==> config.mk <==
export PLATFORM = sky130hd
export DESIGN_NAME = tm8_timer_regs
export DESIGN_NICKNAME = d
export VERILOG_FILES = /design/src/tm8_pkg.sv /design/src/tm8_tick_gen.sv /design/src/tm8_timer_regs.sv
export SDC_FILE = /design/constraint.sdc
export NUM_CORES = 1
export LEC_CHECK = 0
export ABC_AREA = 1
export BUFFER_PORTS_ARGS = -buffer_cell sky130_fd_sc_hd__buf_4
export CORE_MARGIN = 8
export CORE_UTILIZATION = 50
export DETAILED_ROUTE_END_ITERATION = 8
export PLACE_DENSITY = 0.85
export SETUP_SLACK_MARGIN = 0.02
export SLEW_MARGIN = 30
export SYNTH_ARGS = -nofsm -noshare
export SYNTH_HDL_FRONTEND = slang
export SYNTH_HIERARCHICAL = 1
export SYNTH_SLANG_ARGS = --single-unit
==> constraint.sdc <==
create_clock -name core_clk_i -period 2.4 [get_ports core_clk_i]
set_clock_uncertainty 0.15 [all_clocks]
set_input_delay 0.48 -clock core_clk_i [delete_from_list [all_inputs] [get_ports core_clk_i]]
set_output_delay 0.48 -clock core_clk_i [all_outputs]
set_load 0.05 [all_outputs]
==> src/tm8_pkg.sv <==
// Purpose: constants and types for the 8-bit timer register block
// Assumes: Avalon-MM word registers, byte address = 4 * index
// Notes: register indices, control and status bit positions and prescaler masks
package tm8_pkg;
    localparam logic [5:0] IDX_CTRL_A = 6'h24;
    localparam logic [5:0] IDX_CTRL_B = 6'h25;
    localparam logic [5:0] IDX_COUNT  = 6'h26;
    localparam logic [5:0] IDX_CMP_A  = 6'h27;
    localparam logic [5:0] IDX_CMP_B  = 6'h28;
    localparam logic [5:0] IDX_MASK   = 6'h2e;
    localparam logic [5:0] IDX_FLAGS  = 6'h15;
    localparam int BIT_FORCE_A = 7;
    localparam int BIT_FORCE_B = 6;
    localparam int BIT_WM2     = 3;
    localparam int BIT_CMPB    = 2;
    localparam int BIT_CMPA    = 1;
    localparam int BIT_OVF     = 0;
    localparam logic [7:0] RST_VAL  = 8'h00;
    localparam logic [7:0] CNT_MAX  = 8'hff;
    localparam logic [7:0] CNT_BOT  = 8'h00;
    localparam logic [9:0] DIV8_M   = 10'h007;
    localparam logic [9:0] DIV64_M  = 10'h03f;
    localparam logic [9:0] DIV256_M = 10'h0ff;
    localparam logic [9:0] DIV1K_M  = 10'h3ff;
    typedef enum logic [2:0] {
        CS_STOP = 3'b000, CS_DIV1 = 3'b001, CS_DIV8 = 3'b010,
        CS_DIV64 = 3'b011, CS_DIV256 = 3'b100, CS_DIV1K = 3'b101,
        CS_EXT_FALL = 3'b110, CS_EXT_RISE = 3'b111
    } tm8_cs_t;
    typedef enum logic [2:0] {
        WM_NORMAL = 3'b000, WM_PC_FF = 3'b001, WM_CTC = 3'b010,
        WM_FAST_FF = 3'b011, WM_RSV4 = 3'b100, WM_PC_OCA = 3'b101,
        WM_RSV6 = 3'b110, WM_FAST_OCA = 3'b111
    } tm8_wm_t;
    typedef struct packed {
        logic        read;
        logic        write;
        logic [7:0]  address;
        logic [31:0] writedata;
    } tm8_av_req_t;
endpackage

==> src/tm8_tick_gen.sv <==
// Purpose: timer clock enable from prescaler or external pin
// Assumes: pin is synchronous-sampled through two flops
// Notes: tick is one core_clk cycle wide, except in divide by 1 where it stays high every cycle
`timescale 1ns/1ps
module tm8_tick_gen #(
    parameter int PRE_W = 10
) (
    input  wire logic           core_clk_i,
    input  wire logic           rst_n_i,
    input  wire logic           ce_i,
    input  wire tm8_pkg::tm8_cs_t cs_i,
    input  wire logic           pin_i,
    output logic                tick_o
);
    logic [PRE_W-1:0] pre_r;
    logic             s1_r;
    logic             s2_r;
    logic             s3_r;
    wire  logic       pin_fall;
    wire  logic       pin_rise;
    wire  logic [9:0] low10;

    if (PRE_W < 10) begin : g_chk
        $error("PRE_W below 10 cannot reach divide by 1024");
    end

    always_ff @(posedge core_clk_i) begin
        if (!rst_n_i) begin
            pre_r <= '0;
            s1_r  <= 1'b0;
            s2_r  <= 1'b0;
            s3_r  <= 1'b0;
        end else if (ce_i) begin
            pre_r <= pre_r + 1'b1;
            s1_r  <= pin_i;
            s2_r  <= s1_r;
            s3_r  <= s2_r;
        end
    end

    assign low10    = pre_r[9:0];
    assign pin_fall = s3_r & ~s2_r;
    assign pin_rise = s2_r & ~s3_r;

    always_comb begin
        case (cs_i)
            tm8_pkg::CS_DIV1:     tick_o = 1'b1;
            tm8_pkg::CS_DIV8:     tick_o = (low10 & tm8_pkg::DIV8_M) == tm8_pkg::DIV8_M;
            tm8_pkg::CS_DIV64:    tick_o = (low10 & tm8_pkg::DIV64_M) == tm8_pkg::DIV64_M;
            tm8_pkg::CS_DIV256:   tick_o = (low10 & tm8_pkg::DIV256_M) == tm8_pkg::DIV256_M;
            tm8_pkg::CS_DIV1K:    tick_o = low10 == tm8_pkg::DIV1K_M;
            tm8_pkg::CS_EXT_FALL: tick_o = pin_fall;
            tm8_pkg::CS_EXT_RISE: tick_o = pin_rise;
            default:              tick_o = 1'b0;
        endcase
    end
endmodule

==> src/tm8_timer_regs.sv <==
// Purpose: 8-bit timer with compare outputs and flags on Avalon-MM
// Assumes: one wait state per access, aligned word addresses
// Notes: irq lines are per source, registered
`timescale 1ns/1ps
module tm8_timer_regs #(
    parameter int CNT_W = 8,
    parameter int PRE_W = 10
) (
    input  wire logic                 core_clk_i,
    input  wire logic                 rst_n_i,
    input  wire logic                 ce_i,
    input  wire tm8_pkg::tm8_av_req_t avs_i,
    output logic [31:0]               avs_readdata_o,
    output logic                      avs_waitrequest_o,
    input  wire logic                 ext_count_pin_i,
    input  wire logic                 cpu_irq_enable_i,
    input  wire logic [2:0]           vec_ack_i,
    output logic                      wave_out_a_o,
    output logic                      wave_out_b_o,
    output logic [2:0]                irq_req_o
);
    if (CNT_W != 8) begin : g_chk
        $error("CNT_W must be 8");
    end

    // registers
    logic [7:0]        ctrl_a_r;
    logic              wm2_r;
    tm8_pkg::tm8_cs_t  cs_r;
    logic [7:0]        cnt_r;
    logic [7:0]        cnt_nxt;
    logic [7:0]        oca_r;
    logic [7:0]        ocb_r;
    logic [2:0]        mask_r;
    logic [2:0]        flag_r;
    logic [2:0]        flag_nxt;
    logic              up_r;
    logic              up_nxt;
    logic              block_r;
    logic              wa_nxt;
    logic              wb_nxt;
    logic [31:0]       rd_nxt;

    // bus decode
    wire logic [5:0]   idx;
    wire logic         take_rd;
    wire logic         fire_wr;
    wire logic [7:0]   wd;
    wire logic         wr_ca;
    wire logic         wr_cb;
    wire logic         wr_cnt;
    wire logic         wr_oca;
    wire logic         wr_ocb;
    wire logic         wr_msk;
    wire logic         wr_flg;

    assign idx     = avs_i.address[7:2];
    assign take_rd = avs_i.read & avs_waitrequest_o;
    assign fire_wr = avs_i.write & ~avs_waitrequest_o;
    assign wd      = avs_i.writedata[7:0];
    assign wr_ca   = fire_wr && idx == tm8_pkg::IDX_CTRL_A;
    assign wr_cb   = fire_wr && idx == tm8_pkg::IDX_CTRL_B;
    assign wr_cnt  = fire_wr && idx == tm8_pkg::IDX_COUNT;
    assign wr_oca  = fire_wr && idx == tm8_pkg::IDX_CMP_A;
    assign wr_ocb  = fire_wr && idx == tm8_pkg::IDX_CMP_B;
    assign wr_msk  = fire_wr && idx == tm8_pkg::IDX_MASK;
    assign wr_flg  = fire_wr && idx == tm8_pkg::IDX_FLAGS;

    // mode decode
    wire tm8_pkg::tm8_wm_t wm;
    wire logic       pc_mode;
    wire logic       fast_mode;
    wire logic       pwm;
    wire logic       top_oca;
    wire logic [7:0] top;
    wire logic [1:0] mode_a;
    wire logic [1:0] mode_b;

    assign wm        = tm8_pkg::tm8_wm_t'({wm2_r, ctrl_a_r[1:0]});
    assign pc_mode   = wm == tm8_pkg::WM_PC_FF || wm == tm8_pkg::WM_PC_OCA;
    assign fast_mode = wm == tm8_pkg::WM_FAST_FF || wm == tm8_pkg::WM_FAST_OCA;
    assign pwm       = pc_mode | fast_mode;
    assign top_oca   = wm == tm8_pkg::WM_CTC || wm == tm8_pkg::WM_PC_OCA
                       || wm == tm8_pkg::WM_FAST_OCA;
    assign top       = top_oca ? oca_r : tm8_pkg::CNT_MAX;
    assign mode_a    = ctrl_a_r[7:6];
    assign mode_b    = ctrl_a_r[5:4];

    // strobes and events
    wire logic tick;
    wire logic frc_a;
    wire logic frc_b;
    wire logic hit_a;
    wire logic hit_b;
    wire logic at_top;
    wire logic ovf;
    wire logic at_bot;

    tm8_tick_gen #(
        .PRE_W (PRE_W)
    ) u_tick (
        .core_clk_i (core_clk_i),
        .rst_n_i    (rst_n_i),
        .ce_i       (ce_i),
        .cs_i       (cs_r),
        .pin_i      (ext_count_pin_i),
        .tick_o     (tick)
    );

    assign frc_a  = wr_cb & wd[tm8_pkg::BIT_FORCE_A] & ~pwm;
    assign frc_b  = wr_cb & wd[tm8_pkg::BIT_FORCE_B] & ~pwm;
    assign hit_a  = tick & ~block_r & ~wr_cnt & cnt_r == oca_r;
    assign hit_b  = tick & ~block_r & ~wr_cnt & cnt_r == ocb_r;
    assign at_top = cnt_r == top;
    assign at_bot = cnt_r == tm8_pkg::CNT_BOT;
    assign ovf    = tick & ~wr_cnt & (pc_mode ? (at_bot & ~up_r)
                    : (wm == tm8_pkg::WM_FAST_OCA ? at_top
                    : cnt_r == tm8_pkg::CNT_MAX));

    // counter sequence
    always_comb begin
        cnt_nxt = cnt_r;
        up_nxt  = up_r;
        if (wr_cnt) begin
            cnt_nxt = wd;
        end else if (tick) begin
            if (pc_mode) begin
                if (up_r && at_top) begin
                    up_nxt  = 1'b0;
                    cnt_nxt = cnt_r - 1'b1;
                end else if (!up_r && at_bot) begin
                    up_nxt  = 1'b1;
                    cnt_nxt = cnt_r + 1'b1;
                end else begin
                    cnt_nxt = up_r ? cnt_r + 1'b1 : cnt_r - 1'b1;
                end
            end else begin
                // forced compare never takes this wrap path
                cnt_nxt = at_top ? tm8_pkg::CNT_BOT : cnt_r + 1'b1;
            end
        end
    end

    // flags: hardware set wins over clear
    always_comb begin
        flag_nxt = flag_r & ~vec_ack_i;
        if (wr_flg) begin
            flag_nxt = flag_nxt & ~wd[2:0];
        end
        flag_nxt[tm8_pkg::BIT_CMPB] = flag_nxt[tm8_pkg::BIT_CMPB] | hit_b;
        flag_nxt[tm8_pkg::BIT_CMPA] = flag_nxt[tm8_pkg::BIT_CMPA] | hit_a;
        flag_nxt[tm8_pkg::BIT_OVF]  = flag_nxt[tm8_pkg::BIT_OVF] | ovf;
    end

    // waveform output for one channel
    function automatic logic wave_f(input logic cur, input logic [1:0] m,
                                    input logic hit, input logic frc,
                                    input logic tgl_ok);
        logic v;
        v = cur;
        if (!pwm) begin
            if (hit | frc) begin
                case (m)
                    2'b01:   v = ~cur;
                    2'b10:   v = 1'b0;
                    2'b11:   v = 1'b1;
                    default: v = cur;
                endcase
            end
        end else if (m == 2'b01) begin
            v = (hit & tgl_ok) ? ~cur : cur;
        end else if (m[1]) begin
            if (hit) begin
                v = pc_mode ? (m[0] ^ ~up_r) : m[0];
            end else if (fast_mode && tick && at_top) begin
                v = ~m[0];
            end
        end
        return v;
    endfunction

    // process form so that the mode and tick terms read inside wave_f wake it
    always_comb begin
        wa_nxt = wave_f(wave_out_a_o, mode_a, hit_a, frc_a, wm2_r);
        wb_nxt = wave_f(wave_out_b_o, mode_b, hit_b, frc_b, 1'b0);
    end

    // read mux
    always_comb begin
        rd_nxt = '0;
        case (idx)
            tm8_pkg::IDX_CTRL_A: rd_nxt[7:0] = ctrl_a_r & 8'hf3;
            tm8_pkg::IDX_CTRL_B: rd_nxt[7:0] = {4'h0, wm2_r, cs_r};
            tm8_pkg::IDX_COUNT:  rd_nxt[7:0] = cnt_r;
            tm8_pkg::IDX_CMP_A:  rd_nxt[7:0] = oca_r;
            tm8_pkg::IDX_CMP_B:  rd_nxt[7:0] = ocb_r;
            tm8_pkg::IDX_MASK:   rd_nxt[7:0] = {5'h00, mask_r};
            tm8_pkg::IDX_FLAGS:  rd_nxt[7:0] = {5'h00, flag_r};
            default:             rd_nxt = '0;
        endcase
    end

    // state
    always_ff @(posedge core_clk_i) begin
        if (!rst_n_i) begin
            ctrl_a_r          <= tm8_pkg::RST_VAL;
            wm2_r             <= 1'b0;
            cs_r              <= tm8_pkg::CS_STOP;
            cnt_r             <= tm8_pkg::RST_VAL;
            oca_r             <= tm8_pkg::RST_VAL;
            ocb_r             <= tm8_pkg::RST_VAL;
            mask_r            <= 3'h0;
            flag_r            <= 3'h0;
            up_r              <= 1'b1;
            block_r           <= 1'b0;
            wave_out_a_o      <= 1'b0;
            wave_out_b_o      <= 1'b0;
            irq_req_o         <= 3'h0;
            avs_readdata_o    <= 32'h0000_0000;
            avs_waitrequest_o <= 1'b1;
        end else if (ce_i) begin
            avs_waitrequest_o <= ~((avs_i.read | avs_i.write) & avs_waitrequest_o);
            if (take_rd) begin
                avs_readdata_o <= rd_nxt;
            end
            if (wr_ca) begin
                ctrl_a_r <= wd & 8'hf3;
            end
            if (wr_cb) begin
                wm2_r <= wd[tm8_pkg::BIT_WM2];
                cs_r  <= tm8_pkg::tm8_cs_t'(wd[2:0]);
            end
            if (wr_oca) begin
                oca_r <= wd;
            end
            if (wr_ocb) begin
                ocb_r <= wd;
            end
            if (wr_msk) begin
                mask_r <= wd[2:0];
            end
            if (wr_cnt) begin
                block_r <= 1'b1;
            end else if (tick) begin
                block_r <= 1'b0;
            end
            cnt_r        <= cnt_nxt;
            up_r         <= up_nxt;
            flag_r       <= flag_nxt;
            wave_out_a_o <= wa_nxt;
            wave_out_b_o <= wb_nxt;
            irq_req_o    <= flag_r & mask_r & {3{cpu_irq_enable_i}};
        end
    end
endmodule

* Word level (Yosys, flattened, before mapping) *
Cells that the tools add are included.

cells by class
  add/sub/neg operators = 3
  bitwise operators = 44
  muxes and demuxes = 34
  equality and inequality tests = 39
  reductions and logical operators = 33

operators with widths
  operator                                                            number
  8-bit two-way mux                                                   8
  8-bit case mux with 7 select lines                                  1
  6-bit == test, second input constant                                7
  8-bit == test                                                       3
  3-bit == test, second input constant                                7
  1-bit two-way mux                                                   21
  1-bit bitwise AND                                                   17
  8-bit == test, second input constant                                2
  2-bit AND reduction                                                 7
  3-bit bitwise AND                                                   4
  3-bit by 2-bit == test with 1-bit output, second input constant     4
  1-bit NOT                                                           12
  6-bit AND reduction                                                 2
  1-bit logical AND                                                   11
  10-bit by 1-bit adder with 10-bit output, second input constant     1
  10-bit == test, second input constant                               1
  8-bit by 1-bit adder with 8-bit output, second input constant       1
  2-bit == test, second input constant                                4
  8-bit logical NOT                                                   1
  2-bit nonzero test                                                  4
  4-bit nonzero test                                                  2
  8-bit by 1-bit subtractor with 8-bit output, second input constant  1
  1-bit OR                                                            7
  1-bit case mux with 7 select lines                                  1
  14 further kinds                                                    24

storage, ports and cells
  output and inout port bits = 38
  register bits = 69

* Depth between registers and ports, before layout *
  word-level depth = 11
  mapped depth = 18
  gate-level depth less buffers = 18

* Cells and area by module *
Netlist, hierarchy kept.

by module, submodules not included
  module          cells an instance  area each (µm²)  instances
  tm8_timer_regs  577                3,747.3          1
  tm8_tick_gen    93                 638.1            1

* Least setup slack after synthesis *
No wires, ideal clock.

  path type = register -> register
  start point = register u_tick.pre_r[0] (netlist: u_tick/low10[0])
  end point = register wave_out_b_o
  stages on the path, launching flop included = 18
  setup slack = 0.386 ns
  required time = 2.133 ns
  library setup time = 0.117 ns
  data arrival time = 1.748 ns
  cell sequence = dfxtp_1 > ha_1 > ha_1 > nand2_1 > a21oi_1 > o21ai_0 > nand2_1 > inv_1 > nor2_1 > nand2_1 > inv_2 > nand2_1 > nand3_1 > nand2_1 > nor2_1 > nand3_1 > nand2_1 > nor2_1

between the ends
  longest elaborated chain between the ends = 9

RTL lines
  item                                          line                   source
  start, declared                               tm8_tick_gen.sv:15     logic [PRE_W-1:0] pre_r;
  start signal, assigned                        tm8_tick_gen.sv:34     pre_r <= pre_r + 1'b1;
  10-bit == test, or another cell as far along  tm8_tick_gen.sv:51     tm8_pkg::CS_DIV1K: tick_o = low10 == tm8_pkg::DIV1K_M;
  1-bit case mux with 7 select lines *          tm8_tick_gen.sv:46     case (cs_i)
  via tick                                      tm8_timer_regs.sv:90   wire logic tick;
  1-bit bitwise AND (3 in series)               tm8_timer_regs.sv:113  assign hit_b = tick & ~block_r & ~wr_cnt & cnt_r == ocb_r;
  1-bit two-way mux                             tm8_timer_regs.sv:173  if (hit) begin
  1-bit two-way mux                             tm8_timer_regs.sv:172  end else if (m[1]) begin
  1-bit two-way mux                             tm8_timer_regs.sv:170  end else if (m == 2'b01) begin
  1-bit two-way mux                             tm8_timer_regs.sv:161  if (!pwm) begin
  end signal, assigned                          tm8_timer_regs.sv:251  wave_out_b_o <= wb_nxt;
  end, declared                                 tm8_timer_regs.sv:19   output logic wave_out_b_o,

Mark *: on every way through the listed nets, which the timed path passes. The rest lies on a longest branch. The select of a mux whose other input is x is not followed.
A chain may end at the register's enable or synchronous reset.

* Final worst setup path *
Same ends and word-level chain as after synthesis.

==> flow_metrics.py <==
metrics = {
    "synth": {
        "adder_cell_area_share_of_the_yosys_netlist_pct": 1.43,
        "postSynth.asyncResetShare_pct": 0,
        "edff_count_synth": 0,
        "synthXorXnorAreaFrac_pct": 2.80,
        "yosysUniqueCellTypes": 38,
        "netlist.top_cell.by_area": "dfxtp_1",
        "yosys_warnings": 6,
        "syn_area_sq_mm": 0.00439,
        "commonest_cells_in_the_netlist": "nand2_1 (135), inv_1 (75), o21ai_0 (70), a21oi_1 (69), dfxtp_1 (69)",
        "synth_sequential_area_ratio_pct": 31.5,
        "synth-compound-area-share_pct": 21.0,
        "synth_cells": 670,
        "synth.top_cell.area_share_pct": 31.5,
        "synthMostInstantiatedCell": "nand2_1",
        "muxShareOfSynthArea_pct": 0,
        "ys_ff_latch": 69,
        "synth-simple-area-share_pct": 29.5,
        "post_synth_main_area_contributors": "dfxtp_1 (31%), nand2_1 (12%), o21ai_0 (8.0%)",
        "synth_area_per_cell_sq_um": 6.55,
        "synth_top_family_by_area": "simple AND/OR/NAND/NOR gates",
        "ys_dominant_reg_cell": "dfxtp_1",
    },
    "critical_path": {
        "critical_path_peak_fanout": 5,
        "timing.rr.start": "u_tick/low10[0]$_SDFFE_PN0P_",
        "crit_path_start_kind": "flop",
        "reg2reg_slack_ns": 0.16,
        "critical_path_class": "reg -> reg",
        "worst_ep_required_time_ns": 2.51,
        "worst_reg2reg_path_depth": 17,
        "reg2reg_to": "wave_out_b_o$_SDFFE_PN0P_",
        "crit_path_end_kind": "flop",
        "critical_path_arrival_ns": 2.35,
    },
    "drt": {
        "antenna_left": 0,
        "wl_per_cell_um": 15.8,
        "drt-pass1-iter-count": 6,
        "route.vias.total": 4618,
        "drc_errors": 0,
        "dr.first_iter.drc_count": 344,
        "routed_wirelength_mm": 13.1,
        "viasPerCell": 5.55,
    },
    "timing": {
        "slew_headroom_pct": 59.6,
        "report.final.hold_viol_count": 0,
        "fin_crit_sh_pct": 93.3,
        "rsz0062_at_grt": "no",
        "tightestPinTransition_ns": 0.602,
        "setup_tns_ns": 0,
        "max_freq_ghz": 0.446,
        "setup_violations": 0,
        "report.final.slew_viol_count": 0,
        "final_period_minus_worst_setup_slack_ns": 2.24,
    },
    "clocking": {
        "cts.root.buffer_cell": "clkbuf_8",
        "clk_pin_slew_ns": 0.08,
        "cts_inserted_buffers": 9,
        "insertion_delay_ns": 0.36,
        "clock_tree.htree_level_count": 3,
        "cts_tree": "built",
        "clock_sink_count": 69,
        "cts.path.max_buffers": 2,
    },
    "floorplan": {
        "number_of_standard_cell_rows_in_the_floorplan": 34,
        "core_region_area_sq_mm": 0.00859,
        "count_of_pins_on_the_block_boundary": 88,
        "die-height_um": 110,
        "floorplan.initialDensity_pct": 51.0,
        "die_area_sq_mm": 0.0120,
        "floorplan.die.width_um": 110,
    },
    "power": {
        "power_density_mw_per_mm2": 499,
        "ir_worst_vdd_mv": 0.426,
        "leakage_component_of_the_power_nw": 2.24,
    },
    "placement": {
        "dp.cells": 813,
        "placed_area_sq_mm": 0.00473,
        "place_hpwl_mm": 10.1,
        "buffer_ports.inserted": 37,
        "gp_congestion": 1.01,
    },
    "global_routing": {
        "grt_usage_pct": 22.5,
        "grt_max_degree": 53,
        "initial_antenna_violation_count": 0,
        "wire_length_of_the_first_global_routing_pass_mm": 21.3,
        "grt_pass1_vias": 4503,
        "globalRoute.totalOverflow": 0,
    },
    "layout": {
        "final_util_pct": 58.2,
        "n_fill_cell": 778,
        "proportion_of_layout_cells_with_a_drive_suffix_above_1_pct": 17.0,
        "design_area_sq_mm": 0.00500,
        "antenna_fix_cells": 0,
        "num-nets-final": 774,
        "stdcell_count": 832,
        "area.growth.synth_to_final_pct": 14.0,
    },
    "min_path": {
        "min_delay_path_depth": 3,
        "hold_class": "in -> reg",
        "worstHoldStart": "ext_count_pin_i",
        "endpoint_with_the_worst_hold_slack": "u_tick/s1_r$_SDFFE_PN0P_",
    },
    "outcome": {
        "outcome": "finished, final reports clean",
    },
    "run": {
        "cap_viol_max_count": 0,
    },
}
[worst max-delay path by stage]
stage | start | to | slack (ns) | depth (start not counted)
2_1_floorplan | u_tick/low10[0]$_SDFFE_PN0P_ | wave_out_b_o$_SDFFE_PN0P_ | 0.39 | 17
3_3_place_gp | u_tick/low10[0]$_SDFFE_PN0P_ | wave_out_b_o$_SDFFE_PN0P_ | 0.17 | 17
3_5_place_dp | u_tick/low10[0]$_SDFFE_PN0P_ | wave_out_b_o$_SDFFE_PN0P_ | 0.05 | 17
4_1_cts | u_tick/low10[1]$_SDFFE_PN0P_ | wave_out_b_o$_SDFFE_PN0P_ | 0.03 | 17
5_1_grt | u_tick/low10[0]$_SDFFE_PN0P_ | wave_out_a_o$_SDFFE_PN0P_ | 0.002 | 16
6_report | u_tick/low10[0]$_SDFFE_PN0P_ | wave_out_b_o$_SDFFE_PN0P_ | 0.16 | 17
[through the flow]
| step | power (mW) | hold WS (ns) | setup WS [ns] |
|---|---|---|---|
| finish | 2.50 | 0.219 | 0.160 |
| global route | 2.57 | 0.250 | 0.00188 |
| CTS | 2.50 | 0.220 | 0.0334 |
| detailed placement | 1.43 | 0.305 | 0.0539 |
| global placement | 1.43 | 0.303 | 0.168 |
| floorplan | 1.39 | 0.294 | 0.386 |
[sequential cells by signal, indices dropped and copies added, names as in the netlist]
| name | flops |
|---|---|
| ocb_r | 8 |
| mask_r | 3 |
| irq_req_o | 3 |
| cnt_r | 8 |
| up_r | 1 |
| u_tick/low10 | 10 |
| wm2_r | 1 |
| block_r | 1 |
| oca_r | 8 |
| u_tick/s3_r | 1 |
| u_tick/s2_r | 1 |
| wave_out_b_o | 1 |
| avs_readdata_o | 8 |
| avs_waitrequest_o | 1 |
| flag_r | 3 |
| u_tick/s1_r | 1 |
| wave_out_a_o | 1 |
| cs_r | 3 |
| ctrl_a_r | 6 |
[cell usage in the layout, fill, tap and decap left out, drive strengths merged, types with 8 or more instances in the layout]
cell type and count:
clkbuf 10, nand3 42, conb 24, inv 89, o22ai 12, nor2 72, a21oi 70, buf 54
nand2 142, o21ai 78, nor3 8, dfxtp 69, nand4 10, xor2 14
[cells by family after synthesis]
family                     count (synthesis)
AOI/OAI and AO/OA                        173
adders and majority gates                  5
and+or+nand+nor                          278
xor gates and xnor gates                  14
other                                      1
buffers and inverters                    130
DFF                                       69
[layout make-up]
type / count / area, sq um / area share, %
Clock inverter: 6 / 86.3 / 1.73
Tap cell: 108 / 135 / 2.70
Sequential cell: 69 / 1390 / 27.7
Multi-Input combinational cell: 494 / 2510 / 50.2
Clock buffer: 10 / 138 / 2.75
Timing Repair Buffer: 54 / 405 / 8.11
Inverter: 91 / 342 / 6.83
[critical path, stage by stage, from the launching register on]
cell and delay (ns):
dfxtp_4 0.37, ha_2 0.19, ha_1 0.15, nand2_1 0.07, a21oi_2 0.12, o21ai_0 0.12, nand2_2 0.12, inv_2 0.06
nor2_1 0.09, nand2_1 0.08, inv_2 0.09, nand2_1 0.10, nand3_1 0.09, nand2_1 0.06, nor2_2 0.11, nand3_1 0.08
nand2_1 0.06, nor2_1 0.04
[per-layer routing]
metal | vias up | routed length [um] | GRT usage [%]
li1 | 2265 | - | -
met1 | 2090 | 5400 | 26.4
met2 | 224 | 6230 | 38.3
met3 | 39 | 1080 | 4.28
met4 | 0 | 433 | 11.3
met5 | - | 0 | 0
[where the power goes]
part | internal (mW) | switching [mW]
combinational | 0.0568 | 0.188
clock | 0.611 | 0.473
sequential | 1.16 | 0.0108
[repair_timing]
action,4_1_cts,5_1_grt
setup buffers,0,3
hold buffers,0,0
endpoints found under the hold margin,0,0
resized for setup,1,8
pin swaps,0,2
endpoints found under the setup margin,1,5
Power figures use the tool's default switching activity.
